==> config.mk <==
export PLATFORM = sky130hd
export DESIGN_NAME = lis_sim_ctrl
export DESIGN_NICKNAME = d
export VERILOG_FILES = /design/src/lis_pkg.sv /design/src/lis_sim_ctrl.sv
export SDC_FILE = /design/constraint.sdc
export NUM_CORES = 1
export LEC_CHECK = 0
export ABC_AREA = 1
export BUFFER_PORTS_ARGS = -buffer_cell sky130_fd_sc_hd__clkbuf_2
export CORE_ASPECT_RATIO = 1.25
export CORE_MARGIN = 2
export CORE_UTILIZATION = 40
export CTS_CLUSTER_SIZE = 40
export DETAILED_ROUTE_END_ITERATION = 8
export SYNTH_ARGS = -nofsm -noshare
export SYNTH_HDL_FRONTEND = slang
export SYNTH_SLANG_ARGS = --single-unit
==> constraint.sdc <==
create_clock -name mclk -period 3.8 [get_ports mclk]
set_input_delay 0.19 -clock mclk [delete_from_list [all_inputs] [get_ports mclk]]
set_output_delay 0.19 -clock mclk [all_outputs]
set_load 0.1 [all_outputs]
==> src/lis_pkg.sv <==
package lis_pkg;
	// Register offsets (byte addresses)
	localparam logic [7:0] OFS_CTRL   = 8'h00;
	localparam logic [7:0] OFS_LEVEL  = 8'h04;
	localparam logic [7:0] OFS_DISC   = 8'h08;
	localparam logic [7:0] OFS_STATUS = 8'h0C;
	localparam logic [7:0] OFS_SIMLVL = 8'h10;
	localparam logic [7:0] OFS_LOGCTL = 8'h14;
	localparam logic [7:0] OFS_ALARM  = 8'h18;
	localparam logic [7:0] OFS_PUMPDL = 8'h1C;
	localparam logic [7:0] OFS_SAMPLE = 8'h20;
	// Control field positions
	localparam int CTRL_LVL_EN  = 0;
	localparam int CTRL_RAMP_EN = 1;
	localparam int CTRL_PUMP_EN = 2;
	localparam int CTRL_RATE_LO = 4;
	// Reset values
	localparam logic [15:0] LEVEL_RST  = 16'h0000;
	localparam logic [15:0] ALARM_RST  = 16'hFFFF;
	localparam logic [15:0] PUMPDL_RST = 16'h0000;
	localparam logic [15:0] SAMPLE_RST = 16'h0000;
	// Full scale of the level, 100.00 percent
	localparam logic [15:0] LEVEL_FULL = 16'h2710;
	// Ramp steps per millisecond tick
	localparam logic [15:0] STEP_SLOW = 16'h0001;
	localparam logic [15:0] STEP_MED  = 16'h000A;
	localparam logic [15:0] STEP_FAST = 16'h0064;
	// Timing
	localparam int CLK_MHZ       = 100;
	localparam int TICK_US       = 1000;
	localparam int TICK_CYCLES   = TICK_US * CLK_MHZ;
	localparam int TIMEOUT_MIN   = 10;
	localparam int TIMEOUT_TICKS = TIMEOUT_MIN * 60 * 1000;
	// Input simulation setting
	typedef enum logic [1:0] {
		DI_DISABLED = 2'b00,
		DI_OFF      = 2'b01,
		DI_ON       = 2'b10
	} lis_dimode_t;
	// Pins from the field, asynchronous
	typedef struct packed {
		logic [15:0] measLevel;
		logic [1:0]  discIn;
		logic        faultIn;
		logic        logFullIn;
		logic        filesRemoved;
	} lis_pins_t;
	// Registered results towards the instrument
	typedef struct packed {
		logic [15:0] procLevel;
		logic [1:0]  discEff;
		logic        backupOvr;
		logic        alarmHigh;
		logic        failSafe;
		logic        flowTotEn;
		logic        pumpTotEn;
		logic        pumpInd;
		logic        pumpRelay;
		logic        simMsg;
		logic        remoteSim;
		logic        logFault;
	} lis_out_t;
endpackage

==> src/lis_sim_ctrl.sv <==
// Implementation choices: the address-and-strobe port and the register addresses.
`timescale 1ns/1ns
module lis_sim_ctrl
	import lis_pkg::*;
#(
	parameter int TICK_DIV  = TICK_CYCLES,
	parameter int TIMEOUT_T = TIMEOUT_TICKS
) (
	// Clock and reset
	input  wire logic        mclk,
	input  wire logic        arst_n,
	// Register port
	input  wire logic [7:0]  addr,
	input  wire logic [31:0] wdata,
	input  wire logic        wrStb,
	input  wire logic        rdStb,
	output logic      [31:0] rdata,
	// Field pins and pump logic
	input  wire lis_pins_t   pins,
	input  wire logic        pumpDemand,
	// Results
	output lis_out_t         outs,
	output logic             samplePulse
);
	// Synchroniser stages; stage one read only by stage two
	lis_pins_t   pinS1_reg;
	lis_pins_t   pinS2_reg;
	logic        removedD_reg;     // Edge detect on synced removal
	// Software registers
	logic        lvlEn_reg;
	logic        rampEn_reg;
	logic        pumpAct_reg;
	logic [1:0]  rateSel_reg;
	logic [15:0] levelVal_reg;
	lis_dimode_t diMode_reg [2];
	logic        logEn_reg;
	logic [15:0] alarmSp_reg;
	logic [15:0] pumpDly_reg;
	logic [15:0] sampleIv_reg;
	// Block state
	logic [15:0] simLevel_reg;
	logic        rampUp_reg;       // Ramp direction, high rising
	logic        lvlEnD_reg;       // Enable from last cycle
	logic        logFault_reg;
	logic [31:0] tickCnt_reg;
	logic        tick;
	logic [31:0] toCnt_reg;        // Timeout counter in ticks
	logic        timeoutHit;
	logic        pumpRun_reg;
	logic [15:0] gapCnt_reg;       // Pump start gap remaining
	logic [15:0] sampCnt_reg;
	// Decoded conditions
	logic        wrCtrl;
	logic        wrDisc;
	logic        simActive;
	logic        diSim;
	logic        removedEdge;
	logic [15:0] step;
	logic [1:0]  discEff;

	// Step size from rate selection
	function automatic logic [15:0] rateStep(input logic [1:0] sel);
		case (sel)
			2'b00:   rateStep = STEP_SLOW;
			2'b01:   rateStep = STEP_MED;
			default: rateStep = STEP_FAST;
		endcase
	endfunction

	// Forced or real input state
	function automatic logic diPick(input lis_dimode_t m, input logic real_in);
		case (m)
			DI_ON:   diPick = 1'b1;
			DI_OFF:  diPick = 1'b0;
			default: diPick = real_in;
		endcase
	endfunction

	assign wrCtrl      = wrStb && (addr == OFS_CTRL);
	assign wrDisc      = wrStb && (addr == OFS_DISC);
	assign diSim       = (diMode_reg[0] != DI_DISABLED) || (diMode_reg[1] != DI_DISABLED);
	assign simActive   = lvlEn_reg || diSim;
	assign removedEdge = pinS2_reg.filesRemoved && !removedD_reg;
	assign step        = rateStep(rateSel_reg);
	assign tick        = (tickCnt_reg == 32'(TICK_DIV - 1));
	assign timeoutHit  = tick && simActive && (toCnt_reg == 32'(TIMEOUT_T - 1));
	assign discEff[0]  = diPick(diMode_reg[0], pinS2_reg.discIn[0]);
	assign discEff[1]  = diPick(diMode_reg[1], pinS2_reg.discIn[1]);

	// Two-flop synchroniser for all field pins
	always_ff @(posedge mclk or negedge arst_n) begin
		if (!arst_n) begin
			pinS1_reg    <= '0;
			pinS2_reg    <= '0;
			removedD_reg <= 1'b0;
		end else begin
			pinS1_reg    <= pins;
			pinS2_reg    <= pinS1_reg;
			removedD_reg <= pinS2_reg.filesRemoved;
		end
	end

	// Millisecond tick divider
	always_ff @(posedge mclk or negedge arst_n) begin
		if (!arst_n) begin
			tickCnt_reg <= '0;
		end else if (tick) begin
			tickCnt_reg <= '0;
		end else begin
			tickCnt_reg <= tickCnt_reg + 32'h0000_0001;
		end
	end

	// Simulation enables; a write in the timeout cycle wins
	always_ff @(posedge mclk or negedge arst_n) begin
		if (!arst_n) begin
			lvlEn_reg   <= 1'b0;
			rampEn_reg  <= 1'b0;
			pumpAct_reg <= 1'b0;
			rateSel_reg <= 2'b00;
		end else if (wrCtrl) begin
			// Clearing the enable stops at once
			lvlEn_reg   <= wdata[CTRL_LVL_EN];
			rampEn_reg  <= wdata[CTRL_RAMP_EN];
			pumpAct_reg <= wdata[CTRL_PUMP_EN];
			rateSel_reg <= wdata[CTRL_RATE_LO +: 2];
		end else if (timeoutHit) begin
			lvlEn_reg   <= 1'b0;
			pumpAct_reg <= 1'b0;
		end
	end

	// Input simulation settings; reserved code reads as disabled
	always_ff @(posedge mclk or negedge arst_n) begin
		if (!arst_n) begin
			diMode_reg[0] <= DI_DISABLED;
			diMode_reg[1] <= DI_DISABLED;
		end else if (wrDisc) begin
			diMode_reg[0] <= (wdata[1:0] == 2'b11) ? DI_DISABLED : lis_dimode_t'(wdata[1:0]);
			diMode_reg[1] <= (wdata[3:2] == 2'b11) ? DI_DISABLED : lis_dimode_t'(wdata[3:2]);
		end else if (timeoutHit) begin
			diMode_reg[0] <= DI_DISABLED;
			diMode_reg[1] <= DI_DISABLED;
		end
	end

	// Plain settings; level value edits do not restart the timer
	always_ff @(posedge mclk or negedge arst_n) begin
		if (!arst_n) begin
			levelVal_reg <= LEVEL_RST;
			logEn_reg    <= 1'b0;
			alarmSp_reg  <= ALARM_RST;
			pumpDly_reg  <= PUMPDL_RST;
			sampleIv_reg <= SAMPLE_RST;
		end else if (wrStb) begin
			case (addr)
				OFS_LEVEL:  levelVal_reg <= (wdata[15:0] > LEVEL_FULL) ? LEVEL_FULL : wdata[15:0];
				OFS_LOGCTL: logEn_reg    <= wdata[0];
				OFS_ALARM:  alarmSp_reg  <= wdata[15:0];
				OFS_PUMPDL: pumpDly_reg  <= wdata[15:0];
				OFS_SAMPLE: sampleIv_reg <= wdata[15:0];
				default:    ;
			endcase
		end
	end

	// Inactivity timer; restarts on a control or input setting write
	always_ff @(posedge mclk or negedge arst_n) begin
		if (!arst_n) begin
			toCnt_reg <= '0;
		end else if (wrCtrl || wrDisc || !simActive || timeoutHit) begin
			toCnt_reg <= '0;
		end else if (tick) begin
			toCnt_reg <= toCnt_reg + 32'h0000_0001;
		end
	end

	// Simulated level: hold or bounce between the ends
	always_ff @(posedge mclk or negedge arst_n) begin
		if (!arst_n) begin
			simLevel_reg <= LEVEL_RST;
			rampUp_reg   <= 1'b1;
			lvlEnD_reg   <= 1'b0;
		end else begin
			lvlEnD_reg <= lvlEn_reg;
			if (!lvlEn_reg || !rampEn_reg || !lvlEnD_reg) begin
				// Fixed level, and the start point of any ramp
				simLevel_reg <= levelVal_reg;
				rampUp_reg   <= 1'b1;
			end else if (tick) begin
				if (rampUp_reg) begin
					if (simLevel_reg >= LEVEL_FULL - step) begin
						simLevel_reg <= LEVEL_FULL;
						rampUp_reg   <= 1'b0;
					end else begin
						simLevel_reg <= simLevel_reg + step;
					end
				end else begin
					if (simLevel_reg <= step) begin
						simLevel_reg <= 16'h0000;
						rampUp_reg   <= 1'b1;
					end else begin
						simLevel_reg <= simLevel_reg - step;
					end
				end
			end
		end
	end

	// Log-full fault; setting outranks a removal in the same cycle
	always_ff @(posedge mclk or negedge arst_n) begin
		if (!arst_n) begin
			logFault_reg <= 1'b0;
		end else if (pinS2_reg.logFullIn) begin
			logFault_reg <= 1'b1;
		end else if (removedEdge && !logEn_reg) begin
			logFault_reg <= 1'b0;
		end
	end

	// Pump start gate; the gap applies in every mode
	always_ff @(posedge mclk or negedge arst_n) begin
		if (!arst_n) begin
			pumpRun_reg <= 1'b0;
			gapCnt_reg  <= '0;
		end else begin
			if (!pumpDemand) begin
				pumpRun_reg <= 1'b0;
			end else if (!pumpRun_reg && gapCnt_reg == 16'h0000) begin
				pumpRun_reg <= 1'b1;
			end
			if (pumpDemand && !pumpRun_reg && gapCnt_reg == 16'h0000) begin
				gapCnt_reg <= pumpDly_reg;
			end else if (tick && gapCnt_reg != 16'h0000) begin
				gapCnt_reg <= gapCnt_reg - 16'h0001;
			end
		end
	end

	// External sampler, unaffected by simulation
	always_ff @(posedge mclk or negedge arst_n) begin
		if (!arst_n) begin
			sampCnt_reg <= '0;
			samplePulse <= 1'b0;
		end else begin
			samplePulse <= 1'b0;
			if (sampleIv_reg == 16'h0000) begin
				sampCnt_reg <= '0;
			end else if (tick) begin
				if (sampCnt_reg >= sampleIv_reg - 16'h0001) begin
					sampCnt_reg <= '0;
					samplePulse <= 1'b1;
				end else begin
					sampCnt_reg <= sampCnt_reg + 16'h0001;
				end
			end
		end
	end

	// Results to loop, alarms, log, relays and remote link
	always_ff @(posedge mclk or negedge arst_n) begin
		if (!arst_n) begin
			outs <= '0;
		end else begin
			// One level feeds loop, alarm, log and remote values
			outs.procLevel <= lvlEn_reg ? simLevel_reg : pinS2_reg.measLevel;
			outs.alarmHigh <= (lvlEn_reg ? simLevel_reg
				: pinS2_reg.measLevel) >= alarmSp_reg;
			outs.discEff   <= discEff;
			// Backup override looks only at the input, never the level
			outs.backupOvr <= discEff[0];
			outs.failSafe  <= pinS2_reg.faultIn && !simActive;
			outs.flowTotEn <= !simActive;
			outs.pumpTotEn <= !simActive || pumpAct_reg;
			outs.pumpInd   <= pumpRun_reg;
			outs.pumpRelay <= pumpRun_reg && (!simActive || pumpAct_reg);
			outs.simMsg    <= simActive;
			outs.remoteSim <= simActive;
			outs.logFault  <= logFault_reg;
		end
	end

	// Read data, valid the cycle after the strobe only
	always_ff @(posedge mclk or negedge arst_n) begin
		if (!arst_n) begin
			rdata <= '0;
		end else if (rdStb) begin
			case (addr)
				OFS_CTRL:   rdata <= {26'h0, rateSel_reg, 1'b0, pumpAct_reg,
					rampEn_reg, lvlEn_reg};
				OFS_LEVEL:  rdata <= {16'h0000, levelVal_reg};
				OFS_DISC:   rdata <= {28'h0, diMode_reg[1], diMode_reg[0]};
				OFS_STATUS: rdata <= {26'h0, rampUp_reg, outs.failSafe, logFault_reg,
					diSim, lvlEn_reg, simActive};
				OFS_SIMLVL: rdata <= {16'h0000, simLevel_reg};
				OFS_LOGCTL: rdata <= {31'h0, logEn_reg};
				OFS_ALARM:  rdata <= {16'h0000, alarmSp_reg};
				OFS_PUMPDL: rdata <= {16'h0000, pumpDly_reg};
				OFS_SAMPLE: rdata <= {16'h0000, sampleIv_reg};
				default:    rdata <= '0;
			endcase
		end else begin
			rdata <= '0;
		end
	end
endmodule

==> metrics.md <==
| Metric | Value |
|---|---|
| Run status | `completed` |
| Worst-path clk slew | `0.07 ns` |
| Detail Route Antenna Nets | `0` |
| Post-synth top flop | `dfrtp_1` |
| Arr. time, crit path | `3.66 ns` |
| Core footprint | `0.0399 mm^2` |
| RSZ-0062 raised after global routing | `false` |
| Max_cap viols | `0` |
| Power Internal | `5.22 mW` |
| Final WL | `46900 um` |
| Slew margin rel. | `0.324` |
| Clk Latency, worst-skew pair | `0.61 ns` |
| Final min period | `3.12 ns` |
| I/O Buffers | `94` |
| RR Endpoint | `sampCnt_reg[4]` |
| Fmax | `0.321 GHz` |
| Post-CTS sizing | `0` |
| Netlist cell types | `52` |
| Vias in the first global route | `14000` |
| Grt ovf | `0` |
| Met1 Usage GRT | `0.292` |
| Crit-path max FO | `10` |
| Reg2reg setup slack | `0.68 ns` |
| Starting Density | `0.403` |
| Dpl cell area | `0.0170 mm^2` |
| Synthesis-stage register bit count | `276` |
| GRT Overall Usage | `0.226` |
| GPL Wtd Cong | `0.932` |
| Ant diodes | `0` |
| Net Switching | `2.18 mW` |
| Number of flops mapped to enable cells by yosys | `0` |
| Worst hold path class | `in2reg` |
| Pwr per Cell Area | `399 mW/mm^2` |
| Comb power frac | `0.140` |
| Die span in y | `228 um` |
| Final Util | `0.464` |
| Hold Vio Cnt, Final | `0` |
| FF-to-FF path depth | `17` |
| Number of cell rows | `82` |
| Sw frac | `0.295` |
| Largest net degree at the start of global routing | `116` |
| Worst flop-to-flop path startpoint | `sampleIv_reg[2]` |
| Starting DRC count in detailed routing | `1006` |
| Final net count | `2398` |
| Post-Synthesis Cell Area | `0.0161 mm^2` |
| First-pass GRT wire length | `74900 um` |
| Die width | `183 um` |
| Mean post-synth cell area | `7.50 um^2` |
| Clock Skew | `0.0337 ns` |
| Crit Path Category | `reg2reg` |
| Final setup vio count | `0` |
| CTS tree | `yes` |
| Critical Path End Type | `register` |
| Full die area | `0.0418 mm^2` |
| Final Slew Violations | `0` |
| Via density | `5.12` |
| Busiest layer in global routing | `met2` |
| Met3 global-route usage | `0.0233` |
| Yosys warnings | `0` |
| Root Buffer | `clkbuf_16` |
| Critical path required time | `4.34 ns` |
| Number of CTS-inserted buffers | `31` |
| Initial antenna violation count | `0` |
| Finished Cell Area | `0.0185 mm^2` |
| Seq pwr share | `0.422` |
| Via count | `14400` |
| Clk buf depth | `3` |
| Clock share of power | `0.438` |
| Drt pass-1 iters | `6` |
| Wire per inst | `16.8 um` |
| Least-Margin Pin Slew | `1.01 ns` |
| Register area share after synthesis | `0.431` |
| # H-tree levels | `1` |
| Area Growth Syn to Fin | `15.1%` |
| Met2 Usage GRT | `0.387` |
| DRC viols | `0` |
| Layout cell share with drive strength beyond 1 | `0.101` |
| Io pins | `127` |
| Clock tree sinks | `276` |
| Worst vdd ir | `0.443 mV` |
| Hold bufs inserted after CTS | `41` |
| Fraction of registers with async set/reset | `1.00` |
| Cell count after synthesis | `2144` |
| Setup repair bufs after CTS | `0` |
| Setup TNS | `0 ns` |
| CP Launch Point | `sampleIv_reg[2]` |
| Leak Pwr | `9.11 nW` |
| Worst Setup Start Kind | `register` |
| Fin crit share | `0.820` |
| Setup crit end | `sampCnt_reg[4]` |
| HPWL after detailed placement | `35500 um` |
## per-stage QoR
step           std cells  total power, mW  hold WS (ns)  setup WS (ns)
2_1_floorplan       2159             3.88        -0.106           1.06
3_3_place_gp        2703             4.16         0.298          0.773
3_5_place_dp        2703             4.18         0.300          0.671
4_1_cts             2802             7.49       0.00368          0.607
5_1_grt             2802             7.70        0.0343          0.231
6_report            2802             7.39        0.0319          0.682
## synthesized netlist by cell type (all sizes together), types with 2 or more instances
cell	number	area [um^2]
o221ai	3	26.3
clkbuf	25	93.8
o22ai	25	156
nor2	259	1030
nor4	8	65.1
inv	293	1100
o211ai	12	110
nand4	55	350
xnor2	16	140
ha	57	713
o21ai	108	541
dfstp	17	447
xor2	73	639
a211oi	2	15.0
fa	2	40.0
o21a	2	15.0
mux2	2	22.5
o21bai	4	30.0
nand3b	3	22.5
buf	45	307
clkinv	2	7.51
nand2	613	2310
dfrtp	259	6480
nand3	133	733
nor3	57	305
conb	2	7.51
a21oi	58	298
## cell type report
type	instances	area, um^2
clock buffer	36	825
clock inverter	22	279
fill	3921	21400
inverter	295	1110
multi-input combinational	1518	7700
sequential	276	6930
tap	504	631
timing repair buffer	151	1040
## routing by layer
| metal | vias to the layer above | part of all wire |
|---|---|---|
| li1 | 7037 | - |
| met3 | 100 | 0.047 |
| met1 | 6801 | 0.43 |
| met5 | - | 0 |
| met2 | 420 | 0.49 |
| met4 | 0 | 0.039 |
## kinds of logic (layout without fill, tap and decap cells)
| family | after synthesis | after routing | synth area share |
|---|---|---|---|
| flip-flops | 276 | 276 | 0.431 |
| XOR/XNOR | 89 | 89 | 0.0485 |
| buffers and inverters | 365 | 504 | 0.0939 |
| other | 2 | 17 | 0.000467 |
| AND/OR/NAND/NOR | 1132 | 1132 | 0.302 |
| multiplexers | 2 | 2 | 0.00140 |
| AO/OA/AOI/OAI | 219 | 219 | 0.0765 |
| adder cells (fa/ha/maj) | 59 | 59 | 0.0468 |
## cell usage in the layout (no fill, tap or decap), drive strengths merged, types with 3 or more instances in the layout
| cell | synthesis | routed |
|---|---|---|
| nor3 | 57 | 57 |
| o21bai | 4 | 4 |
| buf | 45 | 17 |
| o211ai | 12 | 12 |
| ha | 57 | 57 |
| clkinv | 2 | 10 |
| dfstp | 17 | 17 |
| nand4 | 55 | 55 |
| inv | 293 | 298 |
| nand3 | 133 | 133 |
| nor4 | 8 | 8 |
| xor2 | 73 | 73 |
| nand2 | 613 | 613 |
| conb | 2 | 17 |
| a21oi | 58 | 58 |
| o21ai | 108 | 108 |
| xnor2 | 16 | 16 |
| clkinvlp | 0 | 4 |
| bufinv | 0 | 5 |
| dfrtp | 259 | 259 |
| o22ai | 25 | 25 |
| o221ai | 3 | 3 |
| nand3b | 3 | 3 |
| nor2 | 259 | 259 |
| clkbuf | 25 | 129 |
| dlygate4sd3 | 0 | 41 |
## power by group through the flow
stage | sequential, mW | combinational [mW] | clock (mW)
detailed placement | 3.18 | 1.00 | 0
floorplan | 3.27 | 0.604 | 0
global placement | 3.17 | 0.988 | 0
finish | 3.12 | 1.03 | 3.24
global route | 3.13 | 1.14 | 3.42
CTS | 3.12 | 1.04 | 3.32
## how the worst min path moves through the flow
stage | from | to | slack (ns) | cells past startpoint
floorplan | arst_n | diMode_reg[0] | -0.11 | 0
global placement | pins[9] | pinS1_reg[9] | 0.30 | 1
detailed placement | pins[17] | pinS1_reg[17] | 0.30 | 1
CTS | wdata[11] | pumpDly_reg[11] | 0.004 | 3
global route | wdata[11] | pumpDly_reg[11] | 0.03 | 3
finish | wdata[11] | sampleIv_reg[11] | 0.03 | 3
## worst max-delay path: stages (launching register included)
cell     delay [ns]
dfrtp_1        0.42
inv_1          0.09
nand3_1        0.12
nor3_1         0.33
nand2_1        0.12
nor3_1         0.30
nand3_1        0.14
xor2_1         0.17
ha_1           0.30
nand2_1        0.06
inv_1          0.04
nand2_1        0.07
inv_1          0.04
a21oi_1        0.15
nand3_1        0.13
nor2_2         0.36
nand3_1        0.13
nand2_1        0.08
Power figures use the tool's default switching activity.
